==> src/cmpctl_params.svh <==
// register map, field positions, reset values and encodings of the
// channel reference and comparator control block.
// assumes a byte-addressed 32-bit classic Wishbone register bus.
`ifndef CMPCTL_PARAMS_SVH
`define CMPCTL_PARAMS_SVH

// common registers (byte offsets)
`define CC_COMMON_OFS 8'h00
`define CC_MODE_OFS 8'h04
`define CC_TRIG_OFS 8'h08
`define CC_STAT_OFS 8'h0c

// channel c lives at 8'h20 * (c + 1); word index inside a channel
`define CC_CH_VCMP 3'h0
`define CC_CH_CMODE 3'h1
`define CC_CH_ICFG 3'h2
`define CC_CH_DATA 3'h3
`define CC_CH_MHI 3'h4
`define CC_CH_MLO 3'h5
`define CC_CH_NREG 6

// common configuration fields
`define CC_INTREF_BIT 0
`define CC_IPD_LSB 4
`define CC_VPD_LSB 8
`define CC_COMMON_RST 32'h0000_fff0
`define CC_COMMON_WMASK 32'h0000_fff1

// device mode configuration
`define CC_MIDIS_BIT 0
`define CC_MODE_WMASK 32'h0000_0001

// channel voltage/comparator configuration fields
`define CC_GAIN_LSB 0
`define CC_CMPEN_BIT 4
`define CC_OD_BIT 5
`define CC_OUTEN_BIT 6
`define CC_INV_BIT 7
`define CC_HIZD_BIT 8
`define CC_VCMP_WMASK 32'h0000_01f7
`define CC_CMODE_WMASK 32'h0000_0003
`define CC_ICFG_WMASK 32'h0000_0003
`define CC_CODE_WMASK 32'h0000_0fff

// status fields: level, held, window
`define CC_ST_LVL_LSB 0
`define CC_ST_HELD_LSB 4
`define CC_ST_WIN_LSB 8

// voltage power-down encodings
`define CC_VPD_UP 2'h0
`define CC_VPD_HIZ 2'h3

`endif

==> src/cmpctl_pkg.sv <==
// types shared by the channel reference and comparator control block.
// assumes cmpctl_params.svh for the numeric layout.
package cmpctl_pkg;

  typedef enum logic [1:0] {
    CC_REF_EXT = 2'h0,
    CC_REF_VDD = 2'h1,
    CC_REF_INT = 2'h2
  } cmpctl_ref_t;

  typedef enum logic [2:0] {
    CC_G1X = 3'h0,
    CC_G1X_VDD = 3'h1,
    CC_G1P5X = 3'h2,
    CC_G2X = 3'h3,
    CC_G3X = 3'h4,
    CC_G4X = 3'h5
  } cmpctl_gain_t;

  typedef enum logic [1:0] {
    CC_CM_NORMAL = 2'h0,
    CC_CM_HYST = 2'h1,
    CC_CM_WINDOW = 2'h2,
    CC_CM_INVALID = 2'h3
  } cmpctl_cmode_t;

  typedef enum logic [1:0] {
    CC_CS_LOW = 2'h0,
    CC_CS_HIGH = 2'h1,
    CC_CS_HELD_LOW = 2'h2,
    CC_CS_HELD_HIGH = 2'h3
  } cmpctl_cst_t;

  typedef struct packed {
    cmpctl_ref_t ref_sel;
    cmpctl_gain_t gain;
    logic vout_on;
    logic iout_on;
    logic [1:0] range;
    logic sense_highz;
    logic cmp_on;
    logic [7:0] iout_code;
  } cmpctl_chan_t;

endpackage : cmpctl_pkg

==> src/cmpctl_top.sv <==
// reference select, output mode and comparator control for a quad DAC.
// assumes a classic Wishbone master and a digitised feedback sense code
// per channel from the analog front end.
//
// Register access over Wishbone and the placing of the registers were left to the implementer.
`include "cmpctl_params.svh"
`timescale 1ns/10ps
`default_nettype none

module cmpctl_top
  import cmpctl_pkg::*;
#(
  parameter int NCH = 4,
  parameter int DATA_W = 12
)
(
  // clock and reset
  input wire logic clk_i,
  input wire logic rst_i,
  // wishbone slave
  input wire logic wb_cyc_i,
  input wire logic wb_stb_i,
  input wire logic wb_we_i,
  input wire logic [7:0] wb_adr_i,
  input wire logic [3:0] wb_sel_i,
  input wire logic [31:0] wb_dat_i,
  output logic [31:0] wb_dat_o,
  output logic wb_ack_o,
  // analog front end
  input wire logic [DATA_W-1:0] sense_code_i [NCH],
  output logic int_ref_en_o,
  output logic mode_input_disable_o,
  output cmpctl_chan_t chan_o [NCH],
  output logic [DATA_W-1:0] code_o [NCH],
  // comparator pins
  output logic [NCH-1:0] cmp_pin_o,
  output logic [NCH-1:0] cmp_pin_oe_o
);

  ////////////////////////////////////////////////////////////////////////
  // elaboration check on resolution and channel count
  if (!(DATA_W == 8 || DATA_W == 10 || DATA_W == 12) || NCH < 1 || NCH > 4)
  begin : g_bad_cfg
    $error("cmpctl_top: DATA_W must be 8, 10 or 12 and NCH 1 to 4");
  end

  ////////////////////////////////////////////////////////////////////////
  // bus decode
  logic ack_q;
  logic [31:0] rdat_q;
  logic [31:0] common_q;
  logic [31:0] mode_q;
  logic [3:0] clr_q;
  logic [31:0] ch_q [NCH][`CC_CH_NREG];
  logic [31:0] ch_rd [NCH];
  logic [3:0] st_lvl;
  logic [3:0] st_held;
  logic [3:0] st_win;
  logic [NCH-1:0] pin_d;
  logic [NCH-1:0] oe_d;
  cmpctl_chan_t chan_d [NCH];

  wire req = wb_cyc_i & wb_stb_i & ~ack_q;
  wire wr = req & wb_we_i;
  wire [31:0] wmask = {{8{wb_sel_i[3]}}, {8{wb_sel_i[2]}},
                       {8{wb_sel_i[1]}}, {8{wb_sel_i[0]}}};
  wire hit_common = wb_adr_i == `CC_COMMON_OFS;
  wire hit_mode = wb_adr_i == `CC_MODE_OFS;
  wire hit_trig = wb_adr_i == `CC_TRIG_OFS;
  wire hit_stat = wb_adr_i == `CC_STAT_OFS;
  wire [2:0] ch_slot = wb_adr_i[7:5];
  wire [2:0] ch_idx = wb_adr_i[4:2];
  wire ch_sel_ok = ch_slot != 3'h0 && 32'(ch_slot) <= NCH &&
                   32'(ch_idx) < `CC_CH_NREG && wb_adr_i[1:0] == 2'h0;
  wire [1:0] ch_num = 2'(ch_slot - 3'h1);
  wire [31:0] stat_rd = {20'h0, st_win, st_held, st_lvl};
  wire [31:0] ch_word = ch_sel_ok ? ch_rd[ch_num] : 32'h0;
  wire [31:0] rd_mux = hit_common ? common_q :
                       hit_mode ? mode_q :
                       hit_stat ? stat_rd : ch_word;

  function automatic logic [31:0] merge(input logic [31:0] old,
                                        input logic [31:0] val,
                                        input logic [31:0] bm,
                                        input logic [31:0] wm);
    merge = (old & ~bm) | (val & bm & wm);
  endfunction : merge

  ////////////////////////////////////////////////////////////////////////
  // bus slave and common registers
  always_ff @(posedge clk_i)
  begin
    if (rst_i)
    begin
      ack_q <= 1'b0;
      rdat_q <= 32'h0;
      // internal reference off, every current output and voltage output powered down
      common_q <= `CC_COMMON_RST;
      mode_q <= 32'h0;
      clr_q <= 4'h0;
    end
    else
    begin
      ack_q <= req;
      if (req)
        rdat_q <= rd_mux;
      if (wr && hit_common)
        common_q <= merge(common_q, wb_dat_i, wmask, `CC_COMMON_WMASK);
      if (wr && hit_mode)
        mode_q <= merge(mode_q, wb_dat_i, wmask, `CC_MODE_WMASK);
      clr_q <= (wr && hit_trig && wb_sel_i[0]) ? wb_dat_i[3:0] : 4'h0;
    end
  end

  ////////////////////////////////////////////////////////////////////////
  // one control set per channel
  for (genvar c = 0; c < NCH; c++)
  begin : g_ch
    cmpctl_cst_t cs_q;
    cmpctl_cst_t cs_d;
    cmpctl_ref_t ref_sel;
    cmpctl_gain_t gain_eff;
    wire [31:0] vcmp = ch_q[c][`CC_CH_VCMP];
    wire [2:0] gain_raw = vcmp[`CC_GAIN_LSB +: 3];
    wire cmp_en = vcmp[`CC_CMPEN_BIT];
    wire od = vcmp[`CC_OD_BIT];
    wire out_en = vcmp[`CC_OUTEN_BIT];
    wire inv = vcmp[`CC_INV_BIT];
    wire hiz_dis = vcmp[`CC_HIZD_BIT];
    wire [1:0] mode_raw = ch_q[c][`CC_CH_CMODE][1:0];
    wire [DATA_W-1:0] data = ch_q[c][`CC_CH_DATA][DATA_W-1:0];
    wire [DATA_W-1:0] mhi = ch_q[c][`CC_CH_MHI][DATA_W-1:0];
    wire [DATA_W-1:0] mlo = ch_q[c][`CC_CH_MLO][DATA_W-1:0];
    wire [DATA_W-1:0] sense = sense_code_i[c];
    wire ipd = common_q[`CC_IPD_LSB + c];
    wire [1:0] vpd = common_q[`CC_VPD_LSB + 2 * c +: 2];
    wire vout_on = vpd == `CC_VPD_UP && ipd;
    wire iout_on = !ipd && vpd == `CC_VPD_HIZ;
    // comparator only on an active voltage channel
    wire cmp_act = vout_on && cmp_en;
    // mode decode, invalid falls to normal
    wire is_hyst = mode_raw == CC_CM_HYST;
    wire is_win = mode_raw == CC_CM_WINDOW;
    wire above_hi = sense > mhi;
    wire below_lo = sense < mlo;
    wire in_win = !above_hi && !below_lo;
    // latching when a margin sits at the code limit
    wire latch_md = is_hyst && (&mhi || mlo == '0);
    wire clr_ok = clr_q[c] && in_win;
    // normal compare against the raw channel data code
    wire norm_hi = sense > data;
    wire level = cs_q == CC_CS_HIGH || cs_q == CC_CS_HELD_HIGH;
    wire drive = level ^ inv;

    always_comb
    begin
      case (gain_raw)
        CC_G1X_VDD: ref_sel = CC_REF_VDD;
        CC_G1P5X, CC_G2X, CC_G3X, CC_G4X: ref_sel = CC_REF_INT;
        default: ref_sel = CC_REF_EXT;
      endcase
      gain_eff = ref_sel == CC_REF_INT ? cmpctl_gain_t'(gain_raw) : CC_G1X;
    end

    // comparator level machine
    always_comb
    begin
      cs_d = norm_hi ? CC_CS_HIGH : CC_CS_LOW;
      if (cmp_act && is_win)
        cs_d = in_win ? CC_CS_HIGH : CC_CS_LOW;
      else if (cmp_act && is_hyst)
      begin
        case (cs_q)
          CC_CS_LOW: cs_d = !above_hi ? CC_CS_LOW :
                            latch_md ? CC_CS_HELD_HIGH : CC_CS_HIGH;
          CC_CS_HIGH: cs_d = !below_lo ? CC_CS_HIGH :
                             latch_md ? CC_CS_HELD_LOW : CC_CS_LOW;
          // held level released by the clear pulse while the sense is inside the window
          CC_CS_HELD_HIGH: cs_d = clr_ok ? CC_CS_LOW : CC_CS_HELD_HIGH;
          CC_CS_HELD_LOW: cs_d = clr_ok ? CC_CS_HIGH : CC_CS_HELD_LOW;
          default: cs_d = CC_CS_LOW;
        endcase
      end
    end

    always_ff @(posedge clk_i)
    begin
      if (rst_i)
      begin
        cs_q <= CC_CS_LOW;
        for (int r = 0; r < `CC_CH_NREG; r++)
          ch_q[c][r] <= 32'h0;
      end
      else
      begin
        cs_q <= cs_d;
        if (wr && ch_sel_ok && 32'(ch_num) == c)
        begin
          case (ch_idx)
            `CC_CH_VCMP: ch_q[c][`CC_CH_VCMP] <=
              merge(vcmp, wb_dat_i, wmask, `CC_VCMP_WMASK);
            `CC_CH_CMODE: ch_q[c][`CC_CH_CMODE] <=
              merge(ch_q[c][`CC_CH_CMODE], wb_dat_i, wmask, `CC_CMODE_WMASK);
            `CC_CH_ICFG: ch_q[c][`CC_CH_ICFG] <=
              merge(ch_q[c][`CC_CH_ICFG], wb_dat_i, wmask, `CC_ICFG_WMASK);
            default: ch_q[c][ch_idx] <=
              merge(ch_q[c][ch_idx], wb_dat_i, wmask,
                    `CC_CODE_WMASK >> (12 - DATA_W));
          endcase
        end
      end
    end

    assign ch_rd[c] = ch_q[c][ch_idx];
    assign st_lvl[c] = level;
    assign st_held[c] = cs_q[1];
    assign st_win[c] = cmp_act && is_win && in_win;

    // pin style: push-pull or open-drain, inverted on demand
    assign pin_d[c] = cmp_act && out_en && !is_win && !od && drive;
    assign oe_d[c] = cmp_act && out_en && !is_win && (!od || !drive);

    always_comb
    begin
      chan_d[c].ref_sel = ref_sel;
      chan_d[c].gain = gain_eff;
      chan_d[c].vout_on = vout_on;
      chan_d[c].iout_on = iout_on;
      chan_d[c].range = ch_q[c][`CC_CH_ICFG][1:0];
      chan_d[c].sense_highz = !hiz_dis;
      chan_d[c].cmp_on = cmp_act;
      // current code is the low eight bits
      chan_d[c].iout_code = data[7:0];
    end
  end

  for (genvar c = NCH; c < 4; c++)
  begin : g_unused
    assign st_lvl[c] = 1'b0;
    assign st_held[c] = 1'b0;
    assign st_win[c] = 1'b0;
  end

  ////////////////////////////////////////////////////////////////////////
  // output flops
  always_ff @(posedge clk_i)
  begin
    if (rst_i)
    begin
      int_ref_en_o <= 1'b0;
      mode_input_disable_o <= 1'b0;
      cmp_pin_o <= '0;
      cmp_pin_oe_o <= '0;
      for (int c = 0; c < NCH; c++)
      begin
        chan_o[c] <= '0;
        // sense input starts high-z, matching the disable bit at 0
        chan_o[c].sense_highz <= 1'b1;
        code_o[c] <= '0;
      end
    end
    else
    begin
      int_ref_en_o <= common_q[`CC_INTREF_BIT];
      mode_input_disable_o <= mode_q[`CC_MIDIS_BIT];
      cmp_pin_o <= pin_d;
      cmp_pin_oe_o <= oe_d;
      for (int c = 0; c < NCH; c++)
      begin
        chan_o[c] <= chan_d[c];
        code_o[c] <= ch_q[c][`CC_CH_DATA][DATA_W-1:0];
      end
    end
  end

  assign wb_ack_o = ack_q;
  assign wb_dat_o = rdat_q;

endmodule : cmpctl_top

`default_nettype wire

==> config.mk <==
export PLATFORM = sky130hd
export DESIGN_NAME = cmpctl_top
export DESIGN_NICKNAME = d
export VERILOG_FILES = /design/src/cmpctl_pkg.sv /design/src/cmpctl_top.sv
export VERILOG_INCLUDE_DIRS = /design/src
export SDC_FILE = /design/constraint.sdc
export NUM_CORES = 2
export LEC_CHECK = 0
export BUFFER_PORTS_ARGS = -buffer_cell sky130_fd_sc_hd__buf_2
export CORE_ASPECT_RATIO = 1.4
export CORE_UTILIZATION = 45
export CTS_CLUSTER_DIAMETER = 60
export DETAILED_ROUTE_END_ITERATION = 6
export SLEW_MARGIN = 20
export SYNTH_ARGS = -nofsm -noshare
export SYNTH_HDL_FRONTEND = slang
export SYNTH_SLANG_ARGS = --single-unit
export TNS_END_PERCENT = 30
==> constraint.sdc <==
create_clock -name clk_i -period 5.41 [get_ports clk_i]
set_input_delay 0.541 -clock clk_i [delete_from_list [all_inputs] [get_ports clk_i]]
set_output_delay 0.541 -clock clk_i [all_outputs]
set_load 0.01 [all_outputs]
==> results.md <==
- Area leader, netlist: edfxtp_1
- Vias in the first global route: roughly 32000
- Leakage power: 20.4 nW
- Crit. End Element: register
- Crit-path slowest cell: nand2b_1
- Die Y: 383 µm
- Most used DFF post-synth: edfxtp_1
- Initial DRC count: around 3000
- Final wirelength: ~150000 µm
- CTS tree: done
- EDFF count, synth: roughly 770
- Io pins: 264
- Pwr dens: around 330 nW/µm²
- Crit path cell chain: buf_2, inv_2, ha_1, xor2_1, a2111oi_4, nand4_1, buf_4, nor2_1, nand2_1, buf_4, nand2b_1, buf_12
- CP peak stage delay: between 600 and 700 ps
- Tcrit/Tclk final: 63.2%
- Worst ir drop on vdd: 263 µV
- Drt pass-1 iters: 7
- Min-Delay Path Class: input pin to register
- Die width: about 270 µm
- Fin. max-slew vios: 0
- Top-area cell type share of the netlist area: roughly half
- Clk_skew: 43.9 ps
- Worst hold margin: 31.4 ps
- Mapped Area: 46700 µm²
- RSZ-0062 raised after global routing: no
- P&R area growth vs syn: 13.5%
- Core Box Area: 103000 µm²
- Clk pwr share: about 43%
- Main combinational cell family by area after synthesis: simple AND/OR/NAND/NOR gates
- FF-to-FF path depth: 7
- Required time of the critical path: ~5800 ps
- Crit path depth: 12
- Hold path cells: 3
- CP bufs+invs: 5
- Final TNS setup: 0 ps
- Buffers on Ports: 247
- Comb power frac: under 10%
- Max-Slew Margin vs Limit: roughly 25%
- Post-CTS Hold Fix Bufs: 1
- Critical path class: input pin to register
- Crit path launch type: input pin
- Switch share: approximately a quarter
- Top post-synthesis cells by count: 768 x edfxtp_1, 558 x nor2_1, 405 x and2_1
- Worst path arrival time: 3810 ps
- Reg-to-Reg End: ch_q[1][177]$_DFFE_PP_
- Multi-input gate area: ~18000 µm²
- Final hold vios: 0
- Register area: 27300 µm²
- Sequential fraction of the synthesis area: a little under 60%
- Detailed Place HPWL: approximately 100000 µm
- Cts repair resizes: 0
- Failing checks: design-rule violations
- Fill count: a little under 9000
- Period minus WS final: roughly 3400 ps
- Status: complete, but fails checks
- #FFs+latches synth: just under 1000
- Synth Area in Adders: 3.88%
- Layout cells sized above 1: around 17%
- Number of remaining DRC errors: between 40 and 50
- # rows: about 140
- Sequential power share: roughly 48%
- Overflow after GRT: 0
- Clock buffer depth: 3
- RePlAce Congestion: approximately 0.95
- Postcts setup bufs: 0
- Via Count: roughly 32000
- Sw Pwr: ~4.3 mW
- Synth area leaders: edfxtp_1 49%, dfxtp_1 9.0%, mux4_2 7.2%
- Synth Area per Inst: roughly 12 µm²
- Ys async rst share: 0%
- Worst slew pin tran: 1110 ps
- Avg WL per Cell: approximately 27 µm
- Synth Area in Compound Gates: about 6.4%
- Nets: roughly 4300
- CTS H-tree lvls: 3
- Largest delay share family, worst path: simple AND/OR/NAND/NOR gates
- Synth warn: 0
- Xor and xnor area share after synthesis: less than 1%
- FF-to-FF Start: wb_ack_o$_SDFF_PP0_
- Most common cell in the netlist: edfxtp_1
- Initial antenna violation count: 10
- Tot GR Track Use: 28.2%
- Post-Syn Nets: about 4100
- Via density: roughly 5.8
- Max FO, Critical Path: 33
- Cell variety after synth: 70
- Final setup viols: 0
- Largest net degree at the start of global routing: a little under 100
- R2r setup slk: 2110 ps
- Initial Utilization: 45.5%
- Multiplexer share of the synthesized area: 10.5%
- Hold Crit Start: wb_dat_i[14]
- F_max: 292 MHz
- Cell count after synthesis: roughly 4000
- Number of buffers created by CTS: 98
- Post-Synth Simple-Gate Area: 17.1%
- First-pass GRT wire length: 215000 µm
- Internal power: ~13 mW
- CTS Root Cell: clkbuf_16
- CTS sink cnt: 979
- Clock Pin Slew Worst Setup and Hold Paths: 70 ps
- Die area: 105000 µm²
- Most common cell on crit path: buf_4
- Max-cap viol count: 0
- Post-route ant nets: 0
- Clk Latency, worst-skew pair: 740 ps
[cells by family after synthesis]
family	Yosys count
DFF	979
adders and majority gates	145
buffers and inverters	377
xor gates and xnor gates	10
muxes	304
and+or+nand+nor	1578
AOI/OAI and AO/OA	497
[cell usage in the layout (no fill, tap or decap), types with 149 or more instances in the layout]
cell type	count
and2_1	405
buf_2	243
dfxtp_1	211
edfxtp_1	768
mux4_2	149
nand2_1	204
nand2b_1	161
nor2_1	557
o21ai_0	204
[power groups by stage]
stage / clock (mW) / combinational (mW) / sequential (mW)
floorplan: 0 / 0.887 / 8.58
global placement: 0 / 1.46 / 8.62
detailed placement: 0 / 1.47 / 8.62
CTS: 7.64 / 1.48 / 8.47
global route: 7.90 / 1.58 / 8.49
finish: 7.57 / 1.48 / 8.47
[state kept, by name, summed over array words and instances (netlist names), 8 cells and up, named ones only]
register / count
ch_q: 768
chan_o: 72
wb_dat_o: 32
mode_q: 31
code_o: 20
common_q: 19
g_ch.cs_q: 8
[layer usage]
metal	GRT usage (%)	vias up	wire, µm
met2	46.9	1360	72100
met1	34.9	16000	56400
met3	4.21	318	10100
li1	-	14400	-
met4	15.9	8	9000
met5	0	-	58
[area by class of cell]
| cell class | instances | share of cell area [%] |
|---|---|---|
| clock inverter | 57 | 1.39 |
| antenna | 5 | 0.0236 |
| clock buffer | 128 | 5.34 |
| multi-input combinational | 2534 | 33.8 |
| inverter | 149 | 1.06 |
| timing repair buffer | 340 | 3.84 |
| tap | 1339 | 3.16 |
| sequential | 979 | 51.4 |
[how the worst max path moves through the flow]
stage | startpoint | endpoint
floorplan | wb_adr_i[5] | ch_q[3][160]$_DFFE_PP_
global placement | wb_adr_i[5] | ch_q[2][56]$_DFFE_PP_
detailed placement | wb_adr_i[5] | ch_q[2][52]$_DFFE_PP_
CTS | wb_adr_i[5] | ch_q[2][60]$_DFFE_PP_
global route | wb_adr_i[5] | ch_q[2][60]$_DFFE_PP_
finish | wb_adr_i[5] | ch_q[2][60]$_DFFE_PP_
[through the flow]
stage | total power, mW | area [µm²] | worst slack [ps] | util (%) | std cells
final | 17.5 | 53100 | 1990 | 51.6 | 5531
after global routing | 18.0 | 53100 | 1820 | 51.6 | 5527
after CTS | 17.6 | 53100 | 2080 | 51.6 | 5526
after detailed placement | 10.1 | 49500 | 1330 | 48.1 | 5340
after global placement | 10.1 | 49500 | 1360 | 48.1 | 5340
after floorplan | 9.47 | 46700 | 1260 | - | 3890
[worst reg2reg max path, delay by kind of cell, from the launching register on]
kind,cells,cell delay [ps]
and+or+nand+nor,6,2300
buffers and inverters,1,480
DFF,1,380
Note: power is estimated with default switching activity, not from simulation.
